**config.mk**
```make
export PLATFORM = sky130hd
export DESIGN_NAME = fmj_exec
export DESIGN_NICKNAME = d
export VERILOG_FILES = /design/src/design/fmj_pkg.sv /design/src/design/fmj_alu.sv /design/src/design/fmj_exec.sv
export SDC_FILE = /design/constraint.sdc
export NUM_CORES = 1
export LEC_CHECK = 0
export ABC_AREA = 1
export BUFFER_PORTS_ARGS = -buffer_cell sky130_fd_sc_hd__buf_2
export CAP_MARGIN = 0
export CELL_PAD_IN_SITES_DETAIL_PLACEMENT = 1
export CELL_PAD_IN_SITES_GLOBAL_PLACEMENT = 1
export CORE_MARGIN = 4
export CORE_UTILIZATION = 50
export CTS_CLUSTER_SIZE = 25
export DETAILED_ROUTE_END_ITERATION = 16
export GPL_ROUTABILITY_DRIVEN = 0
export PLACE_DENSITY = 0.87
export SKIP_CTS_REPAIR_TIMING = 1
export SYNTH_ARGS = -nofsm -noshare
export SYNTH_HDL_FRONTEND = slang
export SYNTH_HIERARCHICAL = 1
export SYNTH_SLANG_ARGS = --single-unit
export TNS_END_PERCENT = 1
```
**constraint.sdc**
```tcl
create_clock -name clk_i -period 12.1 [get_ports clk_i]
set_input_delay 0 -clock clk_i [delete_from_list [all_inputs] [get_ports clk_i]]
set_output_delay 0 -clock clk_i [all_outputs]
set_load 0.01 [all_outputs]
```
**src/design/fmj_pkg.sv**
```systemverilog
// package: constants and carrier types of the instruction execution unit
package fmj_pkg;

    // ------
    // register map (byte addresses)
    // ------
    localparam logic [7:0] ADR_CTRL = 8'h00;
    localparam logic [7:0] ADR_INSTR = 8'h04;
    localparam logic [7:0] ADR_STATUS = 8'h08;
    localparam logic [7:0] ADR_PC = 8'h0C;
    localparam logic [7:0] ADR_SP = 8'h10;
    localparam logic [7:0] ADR_FLAGS = 8'h14;
    localparam logic [7:0] ADR_RIDX = 8'h18;
    localparam logic [7:0] ADR_RDAT = 8'h1C;

    // ------
    // fields and reset values
    // ------
    localparam int CTRL_PC22 = 0;
    localparam int CTRL_ENH = 1;
    localparam int FLG_C = 0;
    localparam int FLG_Z = 1;
    localparam int FLG_N = 2;
    localparam int FLG_V = 3;
    localparam int FLG_S = 4;
    localparam logic [1:0] CTRL_RST = 2'h0;
    localparam logic [21:0] PC_RST = 22'h00_0000;
    localparam logic [15:0] SP_RST = 16'h00FF;
    localparam logic [7:0] FLAGS_RST = 8'h00;
    localparam logic [21:0] PC_MASK16 = 22'h00_FFFF;
    localparam logic [21:0] PC_MASK22 = 22'h3F_FFFF;
    localparam logic [4:0] R_LO = 5'h00;
    localparam logic [4:0] R_HI = 5'h01;
    localparam logic [4:0] R_ZL = 5'h1E;
    localparam logic [4:0] R_ZH = 5'h1F;
    localparam logic [4:0] MUL_BASE = 5'h10;
    localparam logic [1:0] PUSH16 = 2'h2;
    localparam logic [1:0] PUSH22 = 2'h3;

    // ------
    // opcode patterns
    // ------
    localparam logic [15:0] MSK_FMUL = 16'hFF88;
    localparam logic [15:0] PAT_FMUL = 16'h0388;
    localparam logic [15:0] OPC_ICALL = 16'h9509;
    localparam logic [15:0] OPC_IJMP = 16'h9409;
    localparam logic [15:0] MSK_IN = 16'hF800;
    localparam logic [15:0] PAT_IN = 16'hB000;
    localparam logic [15:0] MSK_ONE = 16'hFE0F;
    localparam logic [15:0] PAT_INC = 16'h9403;
    localparam logic [15:0] PAT_MCLR = 16'h9206;
    localparam logic [15:0] PAT_MSET = 16'h9205;
    localparam logic [15:0] PAT_MTGL = 16'h9207;
    localparam logic [15:0] MSK_LBR = 16'hFE0E;
    localparam logic [15:0] PAT_LBR = 16'h940C;

    // ------
    // cycle counts
    // ------
    localparam logic [2:0] CYC_MUL = 3'h2;
    localparam logic [2:0] CYC_CALL16 = 3'h3;
    localparam logic [2:0] CYC_CALL22 = 3'h4;
    localparam logic [2:0] CYC_ECALL16 = 3'h2;
    localparam logic [2:0] CYC_ECALL22 = 3'h3;
    localparam logic [2:0] CYC_IJMP = 3'h2;
    localparam logic [2:0] CYC_LBR = 3'h3;
    localparam logic [2:0] CYC_ONE = 3'h1;

    // ------
    // types
    // ------
    typedef enum logic [3:0] {
        OP_NONE, OP_FMUL, OP_ICALL, OP_IJMP, OP_IN, OP_INC, OP_LBR, OP_MCLR, OP_MSET, OP_MTGL
    } fmj_op_t;

    typedef enum logic [1:0] {
        ST_IDLE = 2'h0,
        ST_EXEC = 2'h1
    } fmj_state_t;

    typedef struct packed {
        logic [15:0] adr;
        logic [7:0] dat;
        logic we;
        logic re;
        logic lock;
    } fmj_dmem_req_t;

    typedef struct packed {
        logic [5:0] adr;
        logic re;
    } fmj_io_req_t;

    typedef struct packed {
        logic [15:0] prod;
        logic prod_c;
        logic prod_z;
        logic [7:0] inc_res;
        logic inc_v;
        logic inc_n;
        logic inc_z;
        logic inc_s;
        logic [7:0] rmw;
    } fmj_alu_t;

    localparam fmj_dmem_req_t DMEM_IDLE = '{16'h0000, 8'h00, 1'b0, 1'b0, 1'b0};
    localparam fmj_io_req_t IO_IDLE = '{6'h00, 1'b0};

endpackage

```
**src/design/fmj_alu.sv**
```systemverilog
// arithmetic of the execution unit: fractional product, increment, masked update
`timescale 1ns/100ps
`default_nettype none
module fmj_alu (
    // operands
    input wire logic [7:0] rd_i,
    input wire logic [7:0] src_i,
    input wire logic [7:0] mem_i,
    input wire fmj_pkg::fmj_op_t op_i,
    // results
    output var fmj_pkg::fmj_alu_t res_o
);
    logic [15:0] raw;
    logic [15:0] shl;
    logic [7:0] sum;

    always_comb begin
        // destination sign extended, source zero extended
        raw = {{8{rd_i[7]}}, rd_i} * {8'h00, src_i};
        shl = {raw[14:0], 1'b0};
        sum = rd_i + 8'h01;
        res_o.prod = shl;
        res_o.prod_c = raw[15];
        res_o.prod_z = shl == 16'h0000;
        res_o.inc_res = sum;
        res_o.inc_v = rd_i == 8'h7F;
        res_o.inc_n = sum[7];
        res_o.inc_z = sum == 8'h00;
        res_o.inc_s = sum[7] ^ (rd_i == 8'h7F);
        case (op_i)
            fmj_pkg::OP_MCLR: res_o.rmw = rd_i & (8'hFF - mem_i);
            fmj_pkg::OP_MSET: res_o.rmw = rd_i | mem_i;
            fmj_pkg::OP_MTGL: res_o.rmw = rd_i ^ mem_i;
            default: res_o.rmw = mem_i;
        endcase
    end
endmodule
`default_nettype wire

```
**src/design/fmj_exec.sv**
```systemverilog
// execution unit with wishbone registers, data space and I/O ports
//
// Local design decisions: the Wishbone slave port and the register addresses.
`timescale 1ns/100ps
`default_nettype none
// Notes on behaviour
// - product is 16 bits, shifted left once
// - destination operand signed, source unsigned fractions
// - high byte to register 1, low to 0
// - operands registers 16..23 only; PC plus one
// - shift costs no cycle beyond integer multiply
// - carry from unshifted bit 15, zero flag
// - pointer call/jump load index, clear upper
// - call pushes two or three bytes
// - write at stack pointer, then decrement
// - call 3/4 cycles, enhanced 2/3
// - pointer jump reaches 64K, stack untouched
// - I/O load copies byte, flags kept
// - increment writes back, carry untouched
// - overflow only when operand was 7F
// - N, Z, S from result; one cycle
// - long branch loads constant, two-word opcode
// - clear/set/toggle memory byte at index
module fmj_exec (
    // clock and reset
    input wire logic clk_i,
    input wire logic rst_i,
    // wishbone slave
    input wire logic wb_cyc_i,
    input wire logic wb_stb_i,
    input wire logic wb_we_i,
    input wire logic [7:0] wb_adr_i,
    input wire logic [3:0] wb_sel_i,
    input wire logic [31:0] wb_dat_i,
    output logic [31:0] wb_dat_o,
    output logic wb_ack_o,
    // data space
    output var fmj_pkg::fmj_dmem_req_t dmem_o,
    input wire logic [7:0] dmem_dat_i,
    // I/O space
    output var fmj_pkg::fmj_io_req_t io_o,
    input wire logic [7:0] io_dat_i
);
    logic [1:0] ctrl_r;
    logic [31:0] instr_r;
    logic bad_r;
    logic [21:0] pc_r;
    logic [15:0] sp_r;
    logic [7:0] flags_r;
    logic [4:0] ridx_r;
    logic [7:0] rf_r [32];
    fmj_pkg::fmj_state_t state_r;
    fmj_pkg::fmj_op_t op_r;
    logic [2:0] cnt_r;
    logic [1:0] push_r;
    logic [23:0] ret_r;
    logic [15:0] sp_start_r;
    logic bus_req;
    logic bus_wr;
    logic start;
    logic busy;
    logic last;
    logic [31:0] cur_word;
    logic [31:0] wr_word;
    fmj_pkg::fmj_op_t new_op;
    logic [4:0] fld_d;
    logic [15:0] zptr;
    logic [21:0] pc_mask;
    logic [7:0] alu_a;
    logic [7:0] alu_b;
    fmj_pkg::fmj_alu_t alu;
    logic [15:0] fmul_raw;

    // ------
    // functions
    // ------
    function automatic logic [31:0] merge(input logic [31:0] old, input logic [31:0] nw,
                                          input logic [3:0] sel);
        logic [31:0] m;
        m = old;
        for (int i = 0; i < 4; i++) begin
            if (sel[i]) begin
                m[i*8 +: 8] = nw[i*8 +: 8];
            end
        end
        return m;
    endfunction

    function automatic fmj_pkg::fmj_op_t decode(input logic [15:0] w);
        fmj_pkg::fmj_op_t op;
        op = fmj_pkg::OP_NONE;
        // encoding holds only 3-bit fields, so operands stay in 16..23
        if ((w & fmj_pkg::MSK_FMUL) == fmj_pkg::PAT_FMUL) begin
            op = fmj_pkg::OP_FMUL;
        end else if (w == fmj_pkg::OPC_ICALL) begin
            op = fmj_pkg::OP_ICALL;
        end else if (w == fmj_pkg::OPC_IJMP) begin
            op = fmj_pkg::OP_IJMP;
        end else if ((w & fmj_pkg::MSK_IN) == fmj_pkg::PAT_IN) begin
            op = fmj_pkg::OP_IN;
        end else if ((w & fmj_pkg::MSK_ONE) == fmj_pkg::PAT_INC) begin
            op = fmj_pkg::OP_INC;
        end else if ((w & fmj_pkg::MSK_LBR) == fmj_pkg::PAT_LBR) begin
            op = fmj_pkg::OP_LBR;
        end else if ((w & fmj_pkg::MSK_ONE) == fmj_pkg::PAT_MCLR) begin
            op = fmj_pkg::OP_MCLR;
        end else if ((w & fmj_pkg::MSK_ONE) == fmj_pkg::PAT_MSET) begin
            op = fmj_pkg::OP_MSET;
        end else if ((w & fmj_pkg::MSK_ONE) == fmj_pkg::PAT_MTGL) begin
            op = fmj_pkg::OP_MTGL;
        end
        return op;
    endfunction

    function automatic logic is_rmw(input fmj_pkg::fmj_op_t op);
        return op == fmj_pkg::OP_MCLR || op == fmj_pkg::OP_MSET || op == fmj_pkg::OP_MTGL;
    endfunction

    function automatic logic [2:0] cycles(input fmj_pkg::fmj_op_t op, input logic [1:0] c);
        logic [2:0] n;
        n = fmj_pkg::CYC_ONE;
        case (op)
            fmj_pkg::OP_FMUL: n = fmj_pkg::CYC_MUL;
            fmj_pkg::OP_ICALL: begin
                if (c[fmj_pkg::CTRL_ENH]) begin
                    n = c[fmj_pkg::CTRL_PC22] ? fmj_pkg::CYC_ECALL22 : fmj_pkg::CYC_ECALL16;
                end else begin
                    n = c[fmj_pkg::CTRL_PC22] ? fmj_pkg::CYC_CALL22 : fmj_pkg::CYC_CALL16;
                end
            end
            fmj_pkg::OP_IJMP: n = fmj_pkg::CYC_IJMP;
            fmj_pkg::OP_LBR: n = fmj_pkg::CYC_LBR;
            default: n = fmj_pkg::CYC_ONE;
        endcase
        return n;
    endfunction

    // ------
    // decode and bus glue
    // ------
    always_comb begin
        bus_req = wb_cyc_i && wb_stb_i;
        busy = state_r == fmj_pkg::ST_EXEC;
        // writes land on the acked edge; refused while executing
        bus_wr = bus_req && wb_we_i && wb_ack_o && !busy;
        start = bus_wr && wb_adr_i == fmj_pkg::ADR_INSTR;
        last = busy && cnt_r == 3'h0;
        fld_d = instr_r[8:4];
        zptr = {rf_r[fmj_pkg::R_ZH], rf_r[fmj_pkg::R_ZL]};
        pc_mask = ctrl_r[fmj_pkg::CTRL_PC22] ? fmj_pkg::PC_MASK22 : fmj_pkg::PC_MASK16;
    end

    always_comb begin
        case (wb_adr_i)
            fmj_pkg::ADR_CTRL: cur_word = {30'h0, ctrl_r};
            fmj_pkg::ADR_INSTR: cur_word = instr_r;
            fmj_pkg::ADR_STATUS: cur_word = {30'h0, bad_r, busy};
            fmj_pkg::ADR_PC: cur_word = {10'h000, pc_r};
            fmj_pkg::ADR_SP: cur_word = {16'h0000, sp_r};
            fmj_pkg::ADR_FLAGS: cur_word = {24'h00_0000, flags_r};
            fmj_pkg::ADR_RIDX: cur_word = {27'h0, ridx_r};
            fmj_pkg::ADR_RDAT: cur_word = {24'h00_0000, rf_r[ridx_r]};
            default: cur_word = 32'h0000_0000;
        endcase
        wr_word = merge(cur_word, wb_dat_i, wb_sel_i);
        new_op = decode(wr_word[15:0]);
    end

    always_comb begin
        if (op_r == fmj_pkg::OP_FMUL) begin
            alu_a = rf_r[fmj_pkg::MUL_BASE | {2'h0, instr_r[6:4]}];
            alu_b = rf_r[fmj_pkg::MUL_BASE | {2'h0, instr_r[2:0]}];
        end else begin
            alu_a = rf_r[fld_d];
            alu_b = 8'h00;
        end
    end

    fmj_alu u_alu (
        .rd_i(alu_a),
        .src_i(alu_b),
        .mem_i(dmem_dat_i),
        .op_i(op_r),
        .res_o(alu)
    );

    // ------
    // wishbone answer
    // ------
    always_ff @(posedge clk_i) begin
        if (rst_i) begin
            wb_ack_o <= 1'b0;
            wb_dat_o <= 32'h0000_0000;
        end else begin
            wb_ack_o <= bus_req && !wb_ack_o;
            if (bus_req && !wb_ack_o) begin
                wb_dat_o <= cur_word;
            end
        end
    end

    // ------
    // configuration
    // ------
    always_ff @(posedge clk_i) begin
        if (rst_i) begin
            ctrl_r <= fmj_pkg::CTRL_RST;
            ridx_r <= 5'h00;
            instr_r <= 32'h0000_0000;
            bad_r <= 1'b0;
        end else if (bus_wr) begin
            case (wb_adr_i)
                fmj_pkg::ADR_CTRL: ctrl_r <= wr_word[1:0];
                fmj_pkg::ADR_RIDX: ridx_r <= wr_word[4:0];
                fmj_pkg::ADR_INSTR: begin
                    instr_r <= wr_word;
                    bad_r <= new_op == fmj_pkg::OP_NONE;
                end
                default: begin
                end
            endcase
        end
    end

    // ------
    // sequencer
    // ------
    always_ff @(posedge clk_i) begin
        if (rst_i) begin
            state_r <= fmj_pkg::ST_IDLE;
            op_r <= fmj_pkg::OP_NONE;
            cnt_r <= 3'h0;
        end else begin
            unique case (state_r)
                fmj_pkg::ST_IDLE: begin
                    if (start && new_op != fmj_pkg::OP_NONE) begin
                        state_r <= fmj_pkg::ST_EXEC;
                        op_r <= new_op;
                        cnt_r <= cycles(new_op, ctrl_r) - 3'h1;
                    end
                end
                fmj_pkg::ST_EXEC: begin
                    if (cnt_r == 3'h0) begin
                        state_r <= fmj_pkg::ST_IDLE;
                    end else begin
                        cnt_r <= cnt_r - 3'h1;
                    end
                end
                default: state_r <= fmj_pkg::ST_IDLE;
            endcase
        end
    end

    // ------
    // stack pointer and return address
    // ------
    always_ff @(posedge clk_i) begin
        if (rst_i) begin
            sp_r <= fmj_pkg::SP_RST;
            sp_start_r <= fmj_pkg::SP_RST;
            ret_r <= 24'h00_0000;
            push_r <= 2'h0;
        end else if (start) begin
            ret_r <= {2'h0, (pc_r + 22'h00_0001) & pc_mask};
            sp_start_r <= sp_r;
            if (new_op == fmj_pkg::OP_ICALL) begin
                push_r <= ctrl_r[fmj_pkg::CTRL_PC22] ? fmj_pkg::PUSH22 : fmj_pkg::PUSH16;
            end else begin
                push_r <= 2'h0;
            end
        end else if (bus_wr && wb_adr_i == fmj_pkg::ADR_SP) begin
            sp_r <= wr_word[15:0];
        end else if (busy && push_r != 2'h0) begin
            // byte goes out at the old pointer, low byte first
            sp_r <= sp_r - 16'h0001;
            ret_r <= {8'h00, ret_r[23:8]};
            push_r <= push_r - 2'h1;
        end
    end

    // ------
    // data space port
    // ------
    always_ff @(posedge clk_i) begin
        if (rst_i) begin
            dmem_o <= fmj_pkg::DMEM_IDLE;
        end else begin
            dmem_o.we <= 1'b0;
            dmem_o.re <= 1'b0;
            if (start && is_rmw(new_op)) begin
                // lock spans read and write so nobody slips in between
                dmem_o.adr <= zptr;
                dmem_o.re <= 1'b1;
                dmem_o.lock <= 1'b1;
            end else if (busy && push_r != 2'h0) begin
                dmem_o.adr <= sp_r;
                dmem_o.dat <= ret_r[7:0];
                dmem_o.we <= 1'b1;
            end else if (last && is_rmw(op_r)) begin
                dmem_o.dat <= alu.rmw;
                dmem_o.we <= 1'b1;
            end else if (dmem_o.we) begin
                dmem_o.lock <= 1'b0;
            end
        end
    end

    // ------
    // I/O port
    // ------
    always_ff @(posedge clk_i) begin
        if (rst_i) begin
            io_o <= fmj_pkg::IO_IDLE;
        end else begin
            io_o.re <= start && new_op == fmj_pkg::OP_IN;
            if (start && new_op == fmj_pkg::OP_IN) begin
                io_o.adr <= {wr_word[10:9], wr_word[3:0]};
            end
        end
    end

    // ------
    // program counter
    // ------
    always_ff @(posedge clk_i) begin
        if (rst_i) begin
            pc_r <= fmj_pkg::PC_RST;
        end else if (bus_wr && wb_adr_i == fmj_pkg::ADR_PC) begin
            pc_r <= wr_word[21:0] & pc_mask;
        end else if (last) begin
            case (op_r)
                fmj_pkg::OP_ICALL, fmj_pkg::OP_IJMP: pc_r <= {6'h00, zptr};
                fmj_pkg::OP_LBR: begin
                    pc_r <= {instr_r[8:4], instr_r[0], instr_r[31:16]} & pc_mask;
                end
                default: pc_r <= (pc_r + 22'h00_0001) & pc_mask;
            endcase
        end
    end

    // ------
    // flag word
    // ------
    always_ff @(posedge clk_i) begin
        if (rst_i) begin
            flags_r <= fmj_pkg::FLAGS_RST;
        end else if (bus_wr && wb_adr_i == fmj_pkg::ADR_FLAGS) begin
            flags_r <= wr_word[7:0];
        end else if (last && op_r == fmj_pkg::OP_FMUL) begin
            flags_r[fmj_pkg::FLG_C] <= alu.prod_c;
            flags_r[fmj_pkg::FLG_Z] <= alu.prod_z;
        end else if (last && op_r == fmj_pkg::OP_INC) begin
            flags_r[fmj_pkg::FLG_V] <= alu.inc_v;
            flags_r[fmj_pkg::FLG_N] <= alu.inc_n;
            flags_r[fmj_pkg::FLG_Z] <= alu.inc_z;
            flags_r[fmj_pkg::FLG_S] <= alu.inc_s;
        end
    end

    // ------
    // register file
    // ------
    always_ff @(posedge clk_i) begin
        if (rst_i) begin
            for (int i = 0; i < 32; i++) begin
                rf_r[i] <= 8'h00;
            end
        end else if (bus_wr && wb_adr_i == fmj_pkg::ADR_RDAT) begin
            rf_r[ridx_r] <= wr_word[7:0];
        end else if (last) begin
            case (op_r)
                fmj_pkg::OP_FMUL: begin
                    rf_r[fmj_pkg::R_HI] <= alu.prod[15:8];
                    rf_r[fmj_pkg::R_LO] <= alu.prod[7:0];
                end
                fmj_pkg::OP_INC: rf_r[fld_d] <= alu.inc_res;
                fmj_pkg::OP_IN: rf_r[fld_d] <= io_dat_i;
                fmj_pkg::OP_MCLR, fmj_pkg::OP_MSET, fmj_pkg::OP_MTGL: begin
                    rf_r[fld_d] <= dmem_dat_i;
                end
                default: begin
                end
            endcase
        end
    end

    always_comb begin
        fmul_raw = {{8{alu_a[7]}}, alu_a} * {8'h00, alu_b};
    end
endmodule
`default_nettype wire

```
==> flow_summary.json, run 1 <==
{
  "worst_slew_pin_slew_ns": 1.254,
  "period_share_pct": 71.56,
  "busiest_layer": "met2",
  "grt_max_degree": 84,
  "grt_setup_unrepaired": "false",
  "numCtsBuffers": 50,
  "endpoint_kind": "flop",
  "dr.first_iter.drc_count": 4048,
  "overflow": 0,
  "fin_tns_setup_ns": 0,
  "synth_flop_cell": "edfxtp_1",
  "yosys.area.top_type": "edfxtp_1",
  "die_area_mm2": 0.06048,
  "grtUsageMet2_pct": 57.09,
  "max_slew_margin_pct": 16.33,
  "path_clk_slew_ns": 0.07,
  "vias": 29680,
  "nets": 4042,
  "synth_most_common_cell": "nand2_1",
  "maxSlewViolCount": 0,
  "reg2reg_slack_ns": 3.44,
  "track_usage_pct": 37.44,
  "yosys_warnings": 6,
  "cts_num_sinks": 454,
  "synth_top_area_share_pct": 27.16,
  "routedWlPerCell_um": 25.64,
  "clk_path_buf_depth": 3,
  "r2r_cells": 33,
  "max_freq_mhz": 115.5,
  "cp_slowest_cell": "dfxtp_4",
  "hp-class": "in2reg",
  "timing.final.crit_period_ns": 8.659,
  "drc_errors": 0,
  "hold_end": "dmem_o[7]",
  "synth_seq_cells": 454,
  "viasPerCell": 6.358,
  "avgSynthCellArea_um2": 7.385,
  "grt_pass1_vias": 28662,
  "die_x_um": 245.9,
  "status": "finished with violations",
  "violations": "hold timing",
  "wl_mm": 119.7,
  "areaGrowthSynthToFinish_pct": 11.90,
  "cts_tree": "yes",
  "synthCells": 3833,
  "p_leak_nw": 13.28,
  "die_h_um": 245.9,
  "crit_type": "reg2reg",
  "start_util_pct": 50.98,
  "r2r-end": "flags_r[1]",
  "synth_common_cells": "nand2_1, nor2_1, nand3_1",
  "holdPathStages": 7,
  "met1_usage_pct": 50.76,
  "slowest_delay_ns": 0.78,
  "max-cap-violations": 0,
  "crit_path_max_fanout": 83,
  "required_ns": 12.61,
  "num_rows": 86,
  "yosys-top-cells-area": "edfxtp_1, dfxtp_1, nand2_1, nor2_1, nand3_1",
  "critPathArrivalTime_ns": 9.17,
  "port_buffers": 131,
  "finalHoldViolations": 7,
  "async_flop_share_pct": 0,
  "timing.hold.ws_ns": -0.06055,
  "grtUsageMet3_pct": 10.98,
  "p_per_area_mw_per_mm2": 115.7,
  "synth_seq_area_share_pct": 41.16,
  "finalClockSkew_ns": 0.05989,
  "finalSetupViolations": 0,
  "insertion_delay_ns": 0.64,
  "grt_first_pass_wirelength_mm": 174.5,
  "netlist-cell-type-count": 57,
  "antenna_found_initial": 3,
  "crit_path_frequent_cell": "nand2_1",
  "start_kind": "flop",
  "ioPinCount": 132,
  "first_pass_iters": 6,
  "synth.net_count": 3998,
  "synth_edf_count": 256,
  "drive_above_1_share_pct": 9.900,
  "syn_area_mm2": 0.02831,
  "antenna_left": 0,
  "worstHoldStart": "dmem_dat_i[4]",
  "clock-root-buffer": "clkbuf_16",
  "cts_max_level": 2,
  "dp_hpwl_mm": 79.56,
  "vdd_drop_max_uv": 116.8,
  "coreArea_mm2": 0.05552
}
==> layout by cell type, fill, tap and decap left out, types with 39 or more instances in the layout <==
cell type / count
a21oi_1: 128
buf_2: 130
buf_4: 57
clkbuf_16: 52
dfxtp_1: 194
dlygate4sd3_1: 42
edfxtp_1: 256
ha_1: 63
inv_1: 357
nand2_1: 799
nand3_1: 386
nand4_1: 46
nor2_1: 564
o211ai_1: 58
o21ai_0: 333
o221ai_1: 58
o22ai_1: 39
==> per-layer routing <==
metal / vias to the layer above / share of wire [%]
li1: 12947 / -
met1: 14446 / 39
met2: 1889 / 44
met3: 394 / 13
met4: 4 / 4.5
met5: - / 0.095
==> kinds of logic after synthesis <==
| kind of cell | count (synthesis) | share of synthesized area, % |
|---|---|---|
| AND/OR/NAND/NOR | 1911 | 28.85 |
| AO/OA/AOI/OAI | 722 | 14.88 |
| buffers and inverters | 615 | 8.734 |
| flip-flops | 454 | 41.16 |
| adder cells (fa/ha/maj) | 100 | 5.402 |
| XOR/XNOR | 28 | 0.8929 |
| multiplexers | 2 | 0.07073 |
| other | 1 | 0.01325 |
==> final cells by class <==
| class | instances | area (um^2) |
|---|---|---|
| Clock inverter | 34 | 476.7 |
| Tap cell | 748 | 935.9 |
| Fill cell | 7111 | 23850 |
| Clock buffer | 60 | 1371 |
| Antenna cell | 1 | 2.502 |
| Sequential cell | 454 | 11660 |
| Multi-Input combinational cell | 2764 | 14300 |
| Timing Repair Buffer | 229 | 1499 |
| Inverter | 378 | 1431 |
==> where the power goes <==
group / internal [W] / leakage (nW) / switching (W)
logic: 0.0000590 / 8.11 / 0.000165
clock network: 0.00105 / 0.894 / 0.000703
registers: 0.00166 / 4.28 / 0.0000303
==> how the worst max path moves through the flow <==
stage                        from    endpoint  slack [ns]  depth (start not counted)
after floorplan           op_r[0]  flags_r[1]        5.44                         28
after global placement       flop  flags_r[1]        3.85                         30
after detailed placement     flop  flags_r[1]        3.69                         33
after CTS                    flop  flags_r[1]        3.59                         33
after global routing         flop  flags_r[1]        2.93                         31
final                        flop  flags_r[1]        3.44                         33
==> registers in the layout, summed over array words and instances, names as in the netlist, named ones only <==
signal / count
cnt_r: 3
state_r: 1
op_r: 4
sp_r: 16
push_r: 2
dmem_o: 27
ret_r: 22
io_o: 7
wb_ack_o: 1
pc_r: 22
instr_r: 32
ridx_r: 5
ctrl_r: 2
flags_r: 8
rf_r: 256
bad_r: 1
wb_dat_o: 32
==> stage by stage <==
stage / instance area, um^2 / std cells / power, W / setup WS, ns / utilization (%)
2_1_floorplan: 28310 / 3833 / 0.001823 / 5.437 / -
3_3_place_gp: 29400 / 4531 / 0.001916 / 3.846 / 52.95
3_5_place_dp: 29400 / 4531 / 0.001924 / 3.687 / 52.95
4_1_cts: 31250 / 4625 / 0.003631 / 3.591 / 56.28
5_1_grt: 31670 / 4668 / 0.003741 / 2.927 / 57.04
6_report: 31670 / 4668 / 0.003664 / 3.441 / 57.04
==> worst max-delay path, delay by kind of cell, from the launching register on <==
kind / cells / cell delay (ns)
adders and majority gates: 5 / 2.52
buffers and inverters: 7 / 2.16
and+or+nand+nor: 13 / 1.57
AOI/OAI and AO/OA: 8 / 1.43
DFF: 1 / 0.78
Power figures use the tool's default switching activity.
==> run 2, diff against run 1 <==
--- a/config.mk
+++ b/config.mk
@@ -11,11 +11,11 @@
 export CELL_PAD_IN_SITES_DETAIL_PLACEMENT = 1
 export CELL_PAD_IN_SITES_GLOBAL_PLACEMENT = 1
 export CORE_MARGIN = 4
-export CORE_UTILIZATION = 50
+export CORE_UTILIZATION = 46
 export CTS_CLUSTER_SIZE = 25
 export DETAILED_ROUTE_END_ITERATION = 16
 export GPL_ROUTABILITY_DRIVEN = 0
-export PLACE_DENSITY = 0.87
+export PLACE_DENSITY = 0.81
 export SKIP_CTS_REPAIR_TIMING = 1
 export SYNTH_ARGS = -nofsm -noshare
 export SYNTH_HDL_FRONTEND = slang
==> constraint.sdc (replaced) <==
create_clock -name clk_i -period 8.75 [get_ports clk_i]
set_input_delay 0 -clock clk_i [delete_from_list [all_inputs] [get_ports clk_i]]
set_output_delay 0 -clock clk_i [all_outputs]
set_load 0.01 [all_outputs]
==> run 2 against run 1 <==
The run still ends with hold timing left. Sequential cell count unchanged. Global-route usage down 3.8 points. Via count down 2.6%. Worst setup slack worse by 2.4 ns. Clock-buffer cell count up 11. Non-clock buffer count down 7. Critical endpoint unchanged. Hold slack better by 0.0029 ns.
==> flow_summary.json, run 2 (synthesized netlist as in run 1, its figures left out) <==
{
  "placed_cell_area_mm2": 0.02945,
  "diodes": 0,
  "crit_path_frequent_cell": "nand2_1",
  "holdPathStages": 5,
  "pwr-share-clk_pct": 46.5,
  "layout_commonest_cell": "nand2_1",
  "clk_path_buf_depth": 3,
  "final_cell_mix": "nand2_1, nor2_1, nand3_1, inv_1, o21ai_0",
  "seq_area_mm2": 0.01166,
  "grt_setup_unrepaired": "false",
  "max-cap-violations": 0,
  "p_sw_share_pct": 24.33,
  "p_per_area_mw_per_mm2": 156.1,
  "endpoint_kind": "flop",
  "hold_end": "ctrl_r[1]",
  "layout_setup_ws_ns": 1.045,
  "worst_slew_pin_slew_ns": 1.354,
  "p_switching_w": 0.001200,
  "nets": 4037,
  "antenna_left": 0,
  "crit_buf_inv": 8,
  "r2r-end": "flags_r[1]",
  "reg2reg_slack_ns": 1.05,
  "pwr-share-comb_pct": 6.1,
  "overflow": 0,
  "cts_num_sinks": 454,
  "slowest_delay_ns": 1.13,
  "areaGrowthSynthToFinish_pct": 11.59,
  "routedWlPerCell_um": 24.65,
  "multiInputGateArea_mm2": 0.01430,
  "share_seq_of_total_power_pct": 47.3,
  "r2r_cells": 28,
  "hp-class": "in2reg",
  "track_usage_pct": 33.59,
  "fin_tns_setup_ns": 0,
  "insertion_delay_ns": 0.62,
  "viasPerCell": 6.157,
  "p_int_w": 0.003731,
  "status": "finished with violations",
  "worstHoldStart": "wb_adr_i[1]",
  "cp_slowest_cell": "nor3_1",
  "top_regs": "rf_r (256), instr_r (32), wb_dat_o (32)",
  "drc_errors": 0,
  "first_pass_iters": 6,
  "cts_tree": "yes",
  "grt_first_pass_wirelength_mm": 172.6,
  "preCtsSetupSlack_ns": 1.211,
  "clock-root-buffer": "clkbuf_16",
  "start_kind": "flop",
  "num_rows": 90,
  "grt_max_degree": 129,
  "largest_register_ffs": 256,
  "wl_mm": 115.8,
  "finalHoldViolations": 14,
  "grt_pass1_vias": 28213,
  "maxSlewViolCount": 0,
  "stdcell_area_mm2": 0.03159,
  "critPathArrivalTime_ns": 8.24,
  "coreArea_mm2": 0.06058,
  "required_ns": 9.29,
  "max_freq_mhz": 129.8,
  "vdd_drop_max_uv": 142.0,
  "antenna_found_initial": 3,
  "cts_max_level": 2,
  "die_h_um": 256.1,
  "numCtsBuffers": 52,
  "finalClockSkew_ns": 0.02523,
  "crit_type": "reg2reg",
  "rr_startpoint": "op_r[0]",
  "period_share_pct": 88.05,
  "fillCellCount": 7638,
  "ioPinCount": 132,
  "max_slew_margin_pct": 9.018,
  "path_clk_slew_ns": 0.06,
  "p_leak_nw": 13.24,
  "port_buffers": 131,
  "critPathTopFamily": "simple AND/OR/NAND/NOR gates",
  "dp_hpwl_mm": 79.80,
  "crit_path_max_fanout": 18,
  "dr.first_iter.drc_count": 3611,
  "violations": "hold timing",
  "vias": 28914,
  "finalSetupViolations": 0,
  "start_util_pct": 46.72,
  "drive_above_1_share_pct": 9.862,
  "die_area_mm2": 0.06557,
  "timing.final.crit_period_ns": 7.705,
  "die_x_um": 256.1,
  "top_register": "rf_r",
  "timing.hold.ws_ns": -0.05760
}
## run 2: how the worst max path moves through the flow
stage / start / end / slack (ns) / depth (start not counted)
finish: op_r[0] / flags_r[1] / 1.05 / 28
global route: op_r[0] / flags_r[1] / 0.68 / 28
CTS: op_r[0] / flags_r[1] / 1.16 / 28
detailed placement: op_r[0] / flags_r[1] / 1.21 / 28
global placement: op_r[0] / flags_r[1] / 1.39 / 28
floorplan: op_r[0] / flags_r[1] / 2.09 / 28
## run 2: cell type report
cell class                 count  area share, %
sequential                   454          36.92
inverter                     378          4.532
clock inverter                25         0.8200
clock buffer                  71          4.801
timing repair buffer         222          4.571
tap                          782          3.098
multi-input combinational   2764          45.26
## run 2: metrics by stage
stage / hold slack (ns) / std cells / util (%) / power (W)
after floorplan: 0.1978 / 3833 / - / 0.002521
after global placement: 0.3170 / 4564 / 48.61 / 0.002653
after detailed placement: 0.3413 / 4564 / 48.61 / 0.002659
after CTS: -0.3165 / 4660 / 51.54 / 0.004921
after global routing: 0.0001886 / 4696 / 52.14 / 0.005050
final: -0.05760 / 4696 / 52.14 / 0.004930
## run 2: power groups by stage
stage	clock network (W)	logic, W	registers, W
2_1_floorplan	0	0.000159	0.00236
3_3_place_gp	0	0.000279	0.00237
3_5_place_dp	0	0.000284	0.00238
4_1_cts	0.00231	0.000286	0.00233
5_1_grt	0.00239	0.000325	0.00233
6_report	0.00229	0.000303	0.00233
## run 2: routing by layer
layer / GRT usage, % / part of all wire [%] / vias up
met2: 50.84 / 44 / 1498
met1: 47.17 / 42 / 14190
met5: 0 / 0.011 / -
met3: 7.965 / 11 / 287
li1: - / - / 12937
met4: 11.99 / 4.0 / 2
## run 2: worst min-delay path, delay by kind of cell
family	cells	cell delay (ns)
simple gates	3	0.27
compound gates	1	0.15
buf+inv	1	0.09
